<file path="config.mk">
export PLATFORM = sky130hd
export DESIGN_NAME = ccr_channel_regs
export DESIGN_NICKNAME = d
export VERILOG_FILES = /design/src/common/ccr_pkg.sv /design/src/common/ccr_cal_if.sv /design/src/rtl/ccr_offset_corr.sv /design/src/rtl/ccr_channel_regs.sv
export SDC_FILE = /design/constraint.sdc
export NUM_CORES = 1
export LEC_CHECK = 0
export BUFFER_PORTS_ARGS = -buffer_cell sky130_fd_sc_hd__clkbuf_2
export CAP_MARGIN = 20
export CORE_ASPECT_RATIO = 1.1
export CORE_MARGIN = 8
export CORE_UTILIZATION = 52
export CTS_BUF_LIST = sky130_fd_sc_hd__clkbuf_4 sky130_fd_sc_hd__clkbuf_8 sky130_fd_sc_hd__clkbuf_16
export CTS_CLUSTER_SIZE = 16
export DETAILED_ROUTE_END_ITERATION = 6
export PLACE_DENSITY = 0.8
export SETUP_SLACK_MARGIN = 0.2
export SYNTH_ARGS = -nofsm -noshare
export SYNTH_HDL_FRONTEND = slang
export SYNTH_SLANG_ARGS = --single-unit
</file>
<file path="constraint.sdc">
create_clock -name i_ref_clk -period 3.62 [get_ports i_ref_clk]
set_input_delay 0.724 -clock i_ref_clk [delete_from_list [all_inputs] [get_ports i_ref_clk]]
set_output_delay 0.724 -clock i_ref_clk [all_outputs]
set_load 0.005 [all_outputs]
</file>
<file path="src/common/ccr_pkg.sv">
// Constants, field layout and types for the channel configuration registers
package ccr_pkg;

    // Avalon-MM geometry
    localparam int CCR_ADDR_W = 10;
    localparam int CCR_DATA_W = 32;
    localparam int CCR_BE_W = 4;
    localparam int CCR_REG_W = 16;

    // Register indices; byte address is four times the index
    localparam logic [7:0] CCR_IDX_CONFIG = 8'h22;
    localparam logic [7:0] CCR_IDX_OCAL_HIGH = 8'h23;
    localparam logic [7:0] CCR_IDX_OCAL_LOW = 8'h24;
    localparam logic [1:0] CCR_WORD_ALIGN = 2'h0;

    // Configuration register fields
    localparam int CCR_PHASE_MSB = 15;
    localparam int CCR_PHASE_LSB = 6;
    localparam int CCR_PHASE_W = 10;
    localparam int CCR_DCOVR_BIT = 2;
    localparam int CCR_SEL_MSB = 1;
    localparam int CCR_SEL_LSB = 0;
    localparam logic [15:0] CCR_CONFIG_WMASK = 16'hFFC7;
    localparam logic [15:0] CCR_CONFIG_RESET = 16'h0000;

    // Offset calibration fields
    localparam int CCR_OCAL_W = 24;
    localparam int CCR_OCAL_LOW_MSB = 15;
    localparam int CCR_OCAL_LOW_LSB = 8;
    localparam logic [15:0] CCR_OCAL_HIGH_WMASK = 16'hFFFF;
    localparam logic [15:0] CCR_OCAL_LOW_WMASK = 16'hFF00;
    localparam logic [15:0] CCR_OCAL_HIGH_RESET = 16'h0000;
    localparam logic [15:0] CCR_OCAL_LOW_RESET = 16'h0000;

    // Global DC filter setting width; zero means filter off
    localparam int CCR_DCF_W = 4;
    localparam logic [3:0] CCR_DCF_OFF = 4'h0;

    // Avalon response codes
    localparam logic [1:0] CCR_RESP_OKAY = 2'h0;
    localparam logic [1:0] CCR_RESP_DECODEERROR = 2'h3;

    typedef enum logic [1:0] {
        CCR_SEL_PINS = 2'h0,
        CCR_SEL_SHORTED = 2'h1,
        CCR_SEL_TEST_POS = 2'h2,
        CCR_SEL_TEST_NEG = 2'h3
    } ccr_input_sel_e;

    typedef enum logic {
        CCR_BUS_IDLE,
        CCR_BUS_ANSWER
    } ccr_bus_state_e;

    // Byte address of a register index
    function automatic logic [9:0] ccr_addr(input logic [7:0] idx);
        ccr_addr = {idx, CCR_WORD_ALIGN};
    endfunction : ccr_addr

endpackage : ccr_pkg

</file>
<file path="src/common/ccr_cal_if.sv">
// Carrier between the register bank and its offset correction unit
`timescale 1ns/100ps
interface ccr_cal_if;
    import ccr_pkg::*;

    logic [CCR_OCAL_W-1:0] offset;
    logic [CCR_OCAL_W-1:0] sample;
    logic sample_valid;
    logic [CCR_OCAL_W-1:0] result;
    logic result_valid;

    modport regs (
        output offset,
        output sample,
        output sample_valid,
        input result,
        input result_valid
    );

    modport corr (
        input offset,
        input sample,
        input sample_valid,
        output result,
        output result_valid
    );
endinterface : ccr_cal_if

</file>
<file path="src/rtl/ccr_offset_corr.sv">
// Signed offset correction of conversion results, saturating at full scale
`timescale 1ns/100ps
module ccr_offset_corr
    import ccr_pkg::*;
(
    // Clock and reset
    input wire logic i_ref_clk,
    input wire logic i_rst_n,
    // Calibration carrier
    ccr_cal_if.corr cal
);

    localparam logic [CCR_OCAL_W-1:0] MAX_POS = {1'b0, {(CCR_OCAL_W-1){1'b1}}};
    localparam logic [CCR_OCAL_W-1:0] MAX_NEG = {1'b1, {(CCR_OCAL_W-1){1'b0}}};

    logic [CCR_OCAL_W-1:0] result_q;
    logic [CCR_OCAL_W-1:0] result_d;
    logic valid_q;
    logic valid_d;

    always_comb begin
        logic signed [CCR_OCAL_W:0] diff;
        diff = '0;
        // Both operands are two's complement; one guard bit shows overflow
        diff = $signed({cal.sample[CCR_OCAL_W-1], cal.sample})
             - $signed({cal.offset[CCR_OCAL_W-1], cal.offset});
        if (diff[CCR_OCAL_W] != diff[CCR_OCAL_W-1]) begin
            result_d = diff[CCR_OCAL_W] ? MAX_NEG : MAX_POS;
        end else begin
            result_d = diff[CCR_OCAL_W-1:0];
        end
        if (!cal.sample_valid) begin
            result_d = result_q;
        end
        valid_d = cal.sample_valid;
    end

    always_ff @(posedge i_ref_clk or negedge i_rst_n) begin
        if (!i_rst_n) begin
            result_q <= '0;
            valid_q <= 1'b0;
        end else begin
            result_q <= result_d;
            valid_q <= valid_d;
        end
    end

    assign cal.result = result_q;
    assign cal.result_valid = valid_q;

endmodule : ccr_offset_corr

</file>
<file path="src/rtl/ccr_channel_regs.sv">
// Channel configuration and offset calibration register bank, Avalon-MM slave
//
// Added by the designer: the Avalon-MM interface to the registers.
`timescale 1ns/100ps
module ccr_channel_regs
    import ccr_pkg::*;
#(
    parameter logic [CCR_OCAL_W-1:0] TEST_LEVEL = 24'h100000
) (
    // Clock and reset
    input wire logic i_ref_clk,
    input wire logic i_rst_n,
    // Avalon-MM slave
    input wire logic [CCR_ADDR_W-1:0] i_avs_address,
    input wire logic i_avs_read,
    input wire logic i_avs_write,
    input wire logic [CCR_DATA_W-1:0] i_avs_writedata,
    input wire logic [CCR_BE_W-1:0] i_avs_byteenable,
    output logic [CCR_DATA_W-1:0] o_avs_readdata,
    output logic [1:0] o_avs_response,
    output logic o_avs_waitrequest,
    // Global filter setting and conversion stream
    input wire logic [CCR_DCF_W-1:0] i_global_dc_filter_setting,
    input wire logic [CCR_OCAL_W-1:0] i_pin_sample,
    input wire logic i_pin_sample_valid,
    // Channel controls
    output logic [CCR_PHASE_W-1:0] o_phase_delay,
    output logic [CCR_DCF_W-1:0] o_dc_filter_setting,
    output logic [1:0] o_input_selector,
    output logic [CCR_OCAL_W-1:0] o_offset_cal,
    // Corrected results
    output logic [CCR_OCAL_W-1:0] o_result,
    output logic o_result_valid
);

    localparam logic [CCR_ADDR_W-1:0] ADDR_CONFIG = ccr_addr(CCR_IDX_CONFIG);
    localparam logic [CCR_ADDR_W-1:0] ADDR_OCAL_HIGH =
        ccr_addr(CCR_IDX_OCAL_HIGH);
    localparam logic [CCR_ADDR_W-1:0] ADDR_OCAL_LOW =
        ccr_addr(CCR_IDX_OCAL_LOW);
    localparam logic [CCR_OCAL_W-1:0] ZERO_LEVEL = '0;

    // Byte-lane write merge; masked bits keep their old value
    function automatic logic [CCR_REG_W-1:0] merge_write(
        input logic [CCR_REG_W-1:0] old_val,
        input logic [CCR_DATA_W-1:0] wdata,
        input logic [CCR_BE_W-1:0] be,
        input logic [CCR_REG_W-1:0] wmask
    );
        logic [CCR_REG_W-1:0] lanes;
        logic [CCR_REG_W-1:0] keep;
        lanes = {{8{be[1]}}, {8{be[0]}}};
        keep = ~(lanes & wmask);
        merge_write = (old_val & keep) | (wdata[CCR_REG_W-1:0] & ~keep);
    endfunction : merge_write

    // One-hot register hit of an address, or zero if not mapped
    function automatic logic [2:0] decode(
        input logic [CCR_ADDR_W-1:0] addr
    );
        decode = {addr == ADDR_CONFIG, addr == ADDR_OCAL_HIGH,
                  addr == ADDR_OCAL_LOW};
    endfunction : decode

    // Bus state
    ccr_bus_state_e state_q;
    ccr_bus_state_e state_d;
    logic [CCR_DATA_W-1:0] rdata_q;
    logic [CCR_DATA_W-1:0] rdata_d;
    logic [1:0] resp_q;
    logic [1:0] resp_d;

    // Register storage
    logic [CCR_REG_W-1:0] config_q;
    logic [CCR_REG_W-1:0] config_d;
    logic [CCR_REG_W-1:0] ocal_high_q;
    logic [CCR_REG_W-1:0] ocal_high_d;
    logic [CCR_REG_W-1:0] ocal_low_q;
    logic [CCR_REG_W-1:0] ocal_low_d;

    // Channel control outputs and input path
    logic [CCR_DCF_W-1:0] dcf_q;
    logic [CCR_DCF_W-1:0] dcf_d;
    logic [CCR_OCAL_W-1:0] sample_q;
    logic [CCR_OCAL_W-1:0] sample_d;
    logic sample_vld_q;
    logic sample_vld_d;

    logic req;
    logic [2:0] hit;
    logic [CCR_REG_W-1:0] rd_word;
    ccr_input_sel_e sel;

    ccr_cal_if cal ();

    assign req = i_avs_read | i_avs_write;
    assign hit = decode(i_avs_address);
    assign sel = ccr_input_sel_e'(config_q[CCR_SEL_MSB:CCR_SEL_LSB]);

    // Reserved bits are held at zero and masked off again here, so a read shows them as zero
    always_comb begin
        rd_word = '0;
        unique case (1'b1)
            hit[2]: rd_word = config_q & CCR_CONFIG_WMASK;
            hit[1]: rd_word = ocal_high_q;
            hit[0]: rd_word = ocal_low_q & CCR_OCAL_LOW_WMASK;
            default: rd_word = '0;
        endcase
    end

    // One wait cycle per access: request seen, then answered
    assign o_avs_waitrequest = req & (state_q == CCR_BUS_IDLE);

    always_comb begin
        state_d = state_q;
        rdata_d = rdata_q;
        resp_d = resp_q;
        unique case (state_q)
            CCR_BUS_IDLE: begin
                if (req) begin
                    state_d = CCR_BUS_ANSWER;
                    resp_d = (hit != 3'h0) ? CCR_RESP_OKAY
                                           : CCR_RESP_DECODEERROR;
                    rdata_d = i_avs_read
                            ? {{(CCR_DATA_W-CCR_REG_W){1'b0}}, rd_word}
                            : '0;
                end
            end
            CCR_BUS_ANSWER: begin
                state_d = CCR_BUS_IDLE;
            end
        endcase
    end

    always_ff @(posedge i_ref_clk or negedge i_rst_n) begin
        if (!i_rst_n) begin
            state_q <= CCR_BUS_IDLE;
            rdata_q <= '0;
            resp_q <= CCR_RESP_OKAY;
        end else begin
            state_q <= state_d;
            rdata_q <= rdata_d;
            resp_q <= resp_d;
        end
    end

    // Writes take effect on the edge that ends the access
    always_comb begin
        logic wr_now;
        wr_now = '0;
        wr_now = i_avs_write & (state_q == CCR_BUS_ANSWER);
        config_d = config_q;
        ocal_high_d = ocal_high_q;
        ocal_low_d = ocal_low_q;
        if (wr_now && hit[2]) begin
            config_d = merge_write(config_q, i_avs_writedata,
                                   i_avs_byteenable,
                                   CCR_CONFIG_WMASK);
        end
        if (wr_now && hit[1]) begin
            ocal_high_d = merge_write(ocal_high_q, i_avs_writedata,
                                      i_avs_byteenable,
                                      CCR_OCAL_HIGH_WMASK);
        end
        if (wr_now && hit[0]) begin
            ocal_low_d = merge_write(ocal_low_q, i_avs_writedata,
                                     i_avs_byteenable,
                                     CCR_OCAL_LOW_WMASK);
        end
    end

    always_ff @(posedge i_ref_clk or negedge i_rst_n) begin
        if (!i_rst_n) begin
            config_q <= CCR_CONFIG_RESET;
            ocal_high_q <= CCR_OCAL_HIGH_RESET;
            ocal_low_q <= CCR_OCAL_LOW_RESET;
        end else begin
            config_q <= config_d;
            ocal_high_q <= ocal_high_d;
            ocal_low_q <= ocal_low_d;
        end
    end

    // Input selection and DC filter override
    always_comb begin
        dcf_d = config_q[CCR_DCOVR_BIT] ? CCR_DCF_OFF
                                        : i_global_dc_filter_setting;
        sample_vld_d = i_pin_sample_valid;
        sample_d = sample_q;
        if (i_pin_sample_valid) begin
            unique case (sel)
                CCR_SEL_PINS: sample_d = i_pin_sample;
                CCR_SEL_SHORTED: sample_d = ZERO_LEVEL;
                CCR_SEL_TEST_POS: sample_d = TEST_LEVEL;
                CCR_SEL_TEST_NEG: sample_d = ZERO_LEVEL - TEST_LEVEL;
            endcase
        end
    end

    always_ff @(posedge i_ref_clk or negedge i_rst_n) begin
        if (!i_rst_n) begin
            dcf_q <= CCR_DCF_OFF;
            sample_q <= '0;
            sample_vld_q <= 1'b0;
        end else begin
            dcf_q <= dcf_d;
            sample_q <= sample_d;
            sample_vld_q <= sample_vld_d;
        end
    end

    // Offset is applied as one signed 24-bit word
    assign cal.offset = {ocal_high_q,
        ocal_low_q[CCR_OCAL_LOW_MSB:CCR_OCAL_LOW_LSB]};
    assign cal.sample = sample_q;
    assign cal.sample_valid = sample_vld_q;

    ccr_offset_corr u_corr (
        .i_ref_clk(i_ref_clk),
        .i_rst_n(i_rst_n),
        .cal(cal.corr)
    );

    assign o_avs_readdata = rdata_q;
    assign o_avs_response = resp_q;
    assign o_phase_delay = config_q[CCR_PHASE_MSB:CCR_PHASE_LSB];
    assign o_dc_filter_setting = dcf_q;
    assign o_input_selector = config_q[CCR_SEL_MSB:CCR_SEL_LSB];
    assign o_offset_cal = cal.offset;
    assign o_result = cal.result;
    assign o_result_valid = cal.result_valid;

endmodule : ccr_channel_regs

</file>
==> results of run 1 <==
-- final cells by class --
class                   count  area [µm²]
clock buffers              11         240
fillers                  1020        4420
repair buffers            151         788
clock inverters             5        37.5
flip-flops and latches    109        2730
well taps                 150         188
inverters                  52         195
multi-input cells         440        2900
-- per-stage QoR --
step	setup slack [ns]	hold slack, ns	util, %	cells
after global placement	0.464	0.465	59.1	902
after detailed placement	0.401	0.476	59.1	902
final	0.405	0.402	61.6	918
after CTS	0.390	0.429	61.6	918
after floorplan	1.01	0.352	-	663
after global routing	0.232	0.455	61.6	918
-- power by group --
group / internal [mW] / total, mW / leakage, nW / switching [mW]
clock: 0.484 / 0.920 / 0.133 / 0.436
sequential: 1.26 / 1.30 / 1.35 / 0.0327
combinational: 0.115 / 0.277 / 2.02 / 0.162
-- worst max path at each step --
stage                   from                   end  slack (ns)  cells past startpoint
CTS                 register  u_corr.cal.result[0]        0.39                     11
finish              register  u_corr.cal.result[0]        0.41                     11
floorplan           register  u_corr.cal.result[1]        1.01                     12
detailed placement  register  u_corr.cal.result[0]        0.40                     11
global placement    register  u_corr.cal.result[0]        0.46                     11
global route        register  u_corr.cal.result[0]        0.23                     10
-- layout by cell type (no fill, tap or decap), types with 4 or more instances in the layout --
cell type,instances
mux2_2,20
buf_4,7
a21o_1,7
o21ai_1,21
ha_1,24
inv_1,51
o211ai_1,5
xnor2_1,8
conb_1,16
a21oi_2,23
o21ai_0,59
o22ai_1,8
nand3_1,11
nand4_1,6
nor2_1,39
dfrtp_1,109
xor2_1,11
nand2_1,67
o21bai_1,4
clkbuf_2,143
a22o_1,11
a21oi_1,35
mux2i_1,14
and3_1,5
clkbuf_16,9
nor2b_1,6
-- kinds of logic (layout without fill, tap and decap cells) --
| family | Yosys count | in the layout | share of synthesized area [%] |
|---|---|---|---|
| other | 1 | 16 | 0.0610 |
| XOR/XNOR | 19 | 19 | 2.71 |
| buffers and inverters | 114 | 219 | 9.46 |
| AND/OR/NAND/NOR | 152 | 152 | 11.3 |
| AO/OA/AOI/OAI | 194 | 194 | 21.0 |
| flip-flops | 109 | 109 | 44.3 |
| adder cells (fa/ha/maj) | 25 | 25 | 5.21 |
| multiplexers | 34 | 34 | 5.94 |
-- layer usage --
| metal | up-vias | share of wire (%) | track usage (%) |
|---|---|---|---|
| li1 | 2429 | - | - |
| met2 | 170 | 50 | 37.3 |
| met1 | 2480 | 41 | 24.9 |
| met3 | 25 | 5.8 | 4.15 |
| met4 | 0 | 2.5 | 8.38 |
| met5 | - | 0 | 0 |
==> qor.yml, run 1 <==
status:
  outcome: "finished clean"
logic_synthesis:
  synth.largest_area_cell: "dfrtp_1"
  syn_inst: 648
  synth_commonest_cells: "dfrtp_1, nand2_1, o21ai_0"
  async_reset_ff_share_pct: 100
  ys_warn_count: 0
  syn_avg_cell_area_um2: 9.49
  ys_types: 58
  synth-edff-count: 0
  synth_top_area_share_pct: 44.3
  ys_seq_area_share_pct: 44.3
  synth-main-ff-cell: "dfrtp_1"
  yosys-top-cells-area: "dfrtp_1, ha_1, o21ai_0"
  synth_area_um2: 6150
  synth_seq_cells: 109
  yosysMostFrequentCell: "dfrtp_1"
final_layout:
  design_area_um2: 7070
  diodes: 0
  drive_gt1_share_pct: 29.2
  area_delta_synth_final_pct: 15.0
  nets: 867
clocking:
  tritoncts: "yes"
  cts_resized: 0
  holdBufCountCts: 0
  clockBufferDepth: 2
  path_clk_slew_ns: 0.07
  cts-root-buf: "clkbuf_16"
  cts-buffers-inserted: 9
  cts_sinks: 109
  h-tree-depth: 3
  clock_latency_ns: 0.35
  postCtsSetupRepairBufs: 0
sta:
  rsz0062_at_grt: "no"
  hold_viol_final: 0
  post-route-min-period_ns: 3.21
  slew_headroom_pct: 41.8
  setup_viol: 0
  skew_ns: 0.00948
  max_freq_mhz: 311
  setup_tns_ns: 0
  slew_viol_final: 0
  post-route-period-util_pct: 88.8
  worst_slew_pin_slew_ns: 0.870
place:
  port_buffers: 144
  gp_congestion: 0.921
  place_area_um2: 6800
  hpwl_um: 12900
job:
  cap_violations: 0
floorplan:
  num_rows: 41
  fp.dieH_um: 130
  die_w_um: 120
  die_area_um2: 15600
  io_pins: 179
  start_util_pct: 53.5
  core_um2: 11500
critical_path:
  critPathMaxFanout: 24
  reg2reg_to: "u_corr.cal.result[0]"
  crit_family: "compound AO/OA/AOI/OAI gates"
  crit_path_end_kind: "register"
  worstRegToRegCells: 11
  cp_slowest_cell: "a311o_4"
  worstPathCellList: "inv_1, ha_1, a21oi_4, o21ai_2, a221oi_2, o31ai_2, a21o_1, a311o_4, a21boi_4, buf_4, a21oi_1"
  critPathBufInv: 2
  startpoint_type: "register"
  cpPeakStageDelay_ns: 0.50
  r2r_slack_ns: 0.41
  cp.arrival_ns: 3.43
  crit_required_ns: 3.83
  path_class: "register to register"
pwr:
  leakage_nw: 3.50
  finalPower_mw: 2.49
  ir_worst_vdd_v: 0.000208
  p_per_area_nw_per_um2: 352
drt:
  drc_errors: 0
  route.vias.total: 5104
  drt-initial-drc-count: 337
  wl_per_cell_um: 17.8
  viasPerCell: 5.56
  drtPass1Iterations: 5
  routed_wl_um: 16300
  ant_nets: 0
grt:
  antenna_found_initial: 0
  grt_usage_pct: 21.1
  grt_pass1_wl_um: 26400
  grt-ovfl-total: 0
  grt_max_degree: 59
  grt_pass1_vias: 5236
min_path:
  hold_path_class: "input port to async pin"
(Power assumes the default switching activity.)
==> inputs of run 2 (changes only) <==
- PLACE_DENSITY: 0.8 -> 0.81
==> qor.yml, run 2 (synthesis gave the netlist of run 1 again) <==
status:
  outcome: "finished clean"
sta:
  post-route-min-period_ns: 3.22  # +0.0100 ns
  slew_headroom_pct: 42.9  # +1.1 points
  hold_viol_final: 0  # unchanged
  setup_viol: 0  # unchanged
  worst_slew_pin_slew_ns: 0.856  # -0.0135 ns
  skew_ns: 0.0110  # +0.00154 ns
  slew_viol_final: 0  # unchanged
  max_freq_mhz: 310  # -0.31%
  setup_tns_ns: 0  # unchanged
  post-route-period-util_pct: 89.1  # +0.28 points
  holdWs_ns: 0.420  # +0.0188 ns
  rsz0062_at_grt: "no"
final_layout:
  area_delta_synth_final_pct: 15.5
  drive_gt1_share_pct: 29.4  # +0.18 points
  fillCellCount: 985  # -3.4%
  final_common_cell: "clkbuf_2"
  diodes: 0  # unchanged
  nets: 869  # +0.23%
  final_cell_mix: "clkbuf_2, dfrtp_1, nand2_1"
  final_cells: 920  # +0.22%
  design_area_um2: 7110  # +0.44%
critical_path:
  reg2reg_to: "u_corr.cal.result[0]"
  crit_required_ns: 3.86  # +0.03 ns
  crit_path_end_kind: "register"
  worstPathCellList: "inv_1, ha_1, a21oi_4, o21ai_2, a221oi_2, o31ai_2, a21o_1, a311o_4, a21boi_4, buf_4, a21oi_1"
  cp.arrival_ns: 3.47  # +0.04 ns
  critPathBufInv: 2  # unchanged
  crit_family: "compound AO/OA/AOI/OAI gates"
  cp_slowest_cell: "a311o_4"
  path_class: "register to register"
  critPathMaxFanout: 24  # unchanged
  cpPeakStageDelay_ns: 0.49  # about the same
  worstRegToRegCells: 11  # unchanged
  r2r_slack_ns: 0.40  # about the same
  startpoint_type: "register"
drt:
  drt-initial-drc-count: 285  # -15%
  ant_nets: 0  # unchanged
  wl_per_cell_um: 17.6  # -0.85%
  drc_errors: 0  # unchanged
  route.vias.total: 5049  # -1.1%
  viasPerCell: 5.49  # -1.3%
  routed_wl_um: 16200  # -0.64%
  drtPass1Iterations: 5  # unchanged
pwr:
  leakage_nw: 3.52  # +0.51%
  switching_share_pct: 26.3  # +1.0 points
  p_sw_uw: 663  # +5.1%
  seq_power_share_pct: 51.4  # -0.6 points
  p_int_mw: 1.86  # -0.29%
  p_per_area_nw_per_um2: 355  # +0.64%
  ir_worst_vdd_v: 0.000280  # +34%
  p_comb_share_pct: 11.1  # about the same
  p_clk_share_pct: 37.5  # +0.6 points
clocking:
  holdBufCountCts: 0  # unchanged
  path_clk_slew_ns: 0.08  # about the same
  clockBufferDepth: 2  # unchanged
  cts_resized: 0  # unchanged
  h-tree-depth: 3  # unchanged
  cts_sinks: 109  # unchanged
  cts-buffers-inserted: 9  # unchanged
  clock_latency_ns: 0.35  # about the same
  tritoncts: "yes"
  postCtsSetupRepairBufs: 0  # unchanged
  cts-root-buf: "clkbuf_16"
grt:
  grt_pass1_vias: 5163  # -1.4%
  grt-ovfl-total: 0  # unchanged
  top_usage_layer: "met2"
  use_met3_pct: 4.79  # +0.65 points
  grt_pass1_wl_um: 25900  # -1.8%
  met2_usage_pct: 36.5  # -0.79 points
  met1_usage_pct: 24.6  # -0.27 points
  grt_max_degree: 58  # -1.7%
  grt_usage_pct: 20.8  # -0.27 points
  antenna_found_initial: 0  # unchanged
place:
  place_area_um2: 6820  # +0.40%
  gp_congestion: 0.895  # -2.9%
  hpwl_um: 12900  # -0.29%
  port_buffers: 144  # unchanged
  dp.cells: 904  # +0.22%
floorplan:
  die_area_um2: 15600  # unchanged
  start_util_pct: 53.5  # unchanged
  die_w_um: 120  # unchanged
  fp.dieH_um: 130  # unchanged
  core_um2: 11500  # unchanged
  num_rows: 41  # unchanged
  io_pins: 179  # unchanged
min_path:
  hold_path_class: "input port to async pin"
job:
  cap_violations: 0  # unchanged
[run 2: changes by cell type in the layout (fill, tap and decap cells not counted)]
cell	change
inv_6	+3
clkbuf_4	-2
buf_12	+1
buf_4	+1
clkinvlp_4	-1
[run 2: layout make-up]
cell class                 count  area (µm²)  share of cell area [%]
clock buffer                   9         225                    3.17
clock inverter                 7        56.3                   0.792
inverter                      52         195                    2.75
multi-input combinational    440        2900                    40.8
sequential                   109        2730                    38.4
tap                          150         188                    2.64
timing repair buffer         153         816                    11.5
[run 2: worst max path at each step]
stage / from / end / slack, ns / cells past startpoint
after floorplan: register / u_corr.cal.result[1] / 1.01 / 12
after global placement: register / u_corr.cal.result[21] / 0.43 / 11
after detailed placement: register / u_corr.cal.result[21] / 0.38 / 11
after CTS: register / u_corr.cal.result[0] / 0.37 / 11
after global routing: register / u_corr.cal.result[0] / 0.23 / 11
final: register / u_corr.cal.result[0] / 0.40 / 11
[run 2: per-layer routing]
metal,up-vias,part of all wire (%)
met5,-,0
met4,0,2.0
met3,20,6.3
met2,173,51
met1,2413,41
li1,2443,-
[run 2: power by group through the flow]
stage / sequential, mW / combinational, mW / clock [mW]
6_report: 1.30 / 0.280 / 0.943
5_1_grt: 1.30 / 0.314 / 1.01
4_1_cts: 1.30 / 0.285 / 0.961
3_5_place_dp: 1.32 / 0.283 / 0
3_3_place_gp: 1.32 / 0.277 / 0
2_1_floorplan: 1.31 / 0.159 / 0
[run 2: worst reg2reg max path: stages, from the launching register on]
cell      delay, ns
dfrtp_1        0.38
inv_1          0.08
ha_1           0.46
a21oi_4        0.25
o21ai_2        0.08
a221oi_2       0.31
o31ai_2        0.17
a21o_1         0.24
a311o_4        0.49
a21boi_4       0.38
buf_4          0.22
a21oi_1        0.07
[run 2: through the flow]
step	setup slack, ns	total power [mW]	util, %
4_1_cts	0.368	2.54	61.8
3_5_place_dp	0.382	1.60	59.4
2_1_floorplan	1.01	1.47	-
6_report	0.395	2.52	61.8
3_3_place_gp	0.433	1.59	59.4
5_1_grt	0.226	2.63	61.8
==> inputs of run 3 (changes only) <==
- REMOVE_ABC_BUFFERS: not set -> 1
==> qor.yml, run 3 (synthesis gave the netlist of run 1 again) <==
critical_path:
  crit_required_ns: 3.85  # about the same
  cp.arrival_ns: 3.39  # -0.08 ns
  path_class: "register to register"
  crit_path_end_kind: "register"
  startpoint_type: "register"
  critPathMaxFanout: 24  # unchanged
clocking:
  cts_resized: 0  # unchanged
  h-tree-depth: 3  # unchanged
  tritoncts: "yes"
  cts_sinks: 109  # unchanged
  clockBufferDepth: 2  # unchanged
  cts-buffers-inserted: 9  # unchanged
  holdBufCountCts: 0  # unchanged
  path_clk_slew_ns: 0.07  # about the same
  clock_latency_ns: 0.35  # about the same
  cts-root-buf: "clkbuf_16"
  postCtsSetupRepairBufs: 0  # unchanged
pwr:
  leakage_nw: 3.51  # -0.14%
  finalPower_mw: 2.52  # +0.21%
  p_per_area_nw_per_um2: 355  # +0.14%
  ir_worst_vdd_v: 0.000306  # +9.5%
final_layout:
  drive_gt1_share_pct: 29.4  # unchanged
  final_common_cell: "clkbuf_2"
  area_delta_synth_final_pct: 15.6  # about the same
  final_cell_mix: "clkbuf_2, dfrtp_1, nand2_1"
  nets: 869  # unchanged
  final_cells: 921  # +0.11%
sta:
  skew_ns: 0.00807  # -0.00295 ns
  hold_viol_final: 0  # unchanged
  setup_viol: 0  # unchanged
  worst_slew_pin_slew_ns: 0.850  # -0.00658 ns
  setup_tns_ns: 0  # unchanged
  max_freq_mhz: 317  # +2.1%
  rsz0062_at_grt: "no"
  slew_headroom_pct: 43.3  # +0.44 points
  worst_slack_ns: 0.462  # +0.0674 ns
  slew_viol_final: 0  # unchanged
  post-route-min-period_ns: 3.16  # -0.0674 ns
  post-route-period-util_pct: 87.2  # -1.9 points
drt:
  top_layer: "met4"
  viasPerCell: 5.47  # -0.27%
  drt-initial-drc-count: 323  # +13%
  wl_per_cell_um: 17.8  # +1.2%
  dr_wl_met3_um: 908  # -11%
  drtPass1Iterations: 5  # unchanged
  routed_wl_um: 16400  # +1.3%
  route.vias.total: 5041  # -0.16%
  route.met2.wl_um: 8360  # +1.7%
  wl_met1_um: 6880  # +3.8%
  ant_nets: 0  # unchanged
  drc_errors: 0  # unchanged
floorplan:
  num_rows: 41  # unchanged
  start_util_pct: 53.5  # unchanged
  core_um2: 11500  # unchanged
  io_pins: 179  # unchanged
  die_area_um2: 15600  # unchanged
  die_w_um: 120  # unchanged
  fp.dieH_um: 130  # unchanged
grt:
  grt-ovfl-total: 0  # unchanged
  grt_pass1_vias: 5361  # +3.8%
  grt_max_degree: 66  # +14%
  antenna_found_initial: 0  # unchanged
  grt_pass1_wl_um: 26800  # +3.5%
  grt_usage_pct: 21.3  # +0.50 points
job:
  cap_violations: 0  # unchanged
status:
  outcome: "finished clean"
min_path:
  hold_path_class: "register to register"
place:
  hpwl_um: 12900  # about the same
  pre_cts_ws_ns: 0.535  # +0.153 ns
  gp_congestion: 0.928  # +3.7%
  dp.cells: 904  # unchanged
  port_buffers: 144  # unchanged
[run 3: cell count changes in the layout (fill, tap and decap cells not counted), sizes merged]
cell	previous run	this run
diode	0	1
inv	55	54
clkinv	3	1
clkinvlp	1	3
clkbuf	152	153
[run 3: per-stage QoR]
step	hold WS (ns)	utilization [%]	area, µm²
after detailed placement	0.471	59.4	6820
after floorplan	0.428	-	5820
after CTS	0.488	61.9	7110
after global routing	0.525	61.9	7110
final	0.483	61.9	7110
after global placement	0.464	59.4	6820
[run 3: critical path, cell delays in order, from the launching register on]
cell and delay (ns):
dfrtp_1 0.40, inv_1 0.10, ha_1 0.45, nand4_1 0.14, a21oi_1 0.22, a311oi_2 0.10
o31ai_2 0.51, a211oi_1 0.18, a311o_4 0.46, a21boi_4 0.19, buf_12 0.20, a21oi_1 0.09
[run 3: layout make-up]
| class | instances | area, µm² |
|---|---|---|
| multi-input combinational | 440 | 2900 |
| timing repair buffer | 153 | 816 |
| clock inverter | 6 | 45.0 |
| inverter | 52 | 195 |
| fill | 1014 | 4380 |
| tap | 150 | 188 |
| clock buffer | 10 | 239 |
| sequential | 109 | 2730 |
| antenna | 1 | 2.50 |
[run 3: per-layer routing]
metal / up-vias / GRT usage (%)
met3: 20 / 5.87
met4: 0 / 6.47
li1: 2426 / -
met2: 138 / 37.8
met5: - / 0
met1: 2457 / 24.8
[run 3: worst paths after layout]
check	start	end	slack, ns	cells after the start
max in group asynchronous	i_rst_n	o_avs_readdata[9]	2.39	2
min in group asynchronous	i_rst_n	async pin	0.49	1
worst min register to register	o_avs_readdata[1]	o_avs_readdata[1]	0.48	2
worst max register to register	register	u_corr.cal.result[0]	0.46	11
worst max-delay path	register	u_corr.cal.result[0]	0.46	11
worst min-delay path	o_avs_readdata[1]	o_avs_readdata[1]	0.48	2
[run 3: power breakdown]
group / switching (mW) / internal (mW)
combinational: 0.170 / 0.118
clock: 0.456 / 0.490
sequential: 0.0271 / 1.26
total: 0.654 / 1.87
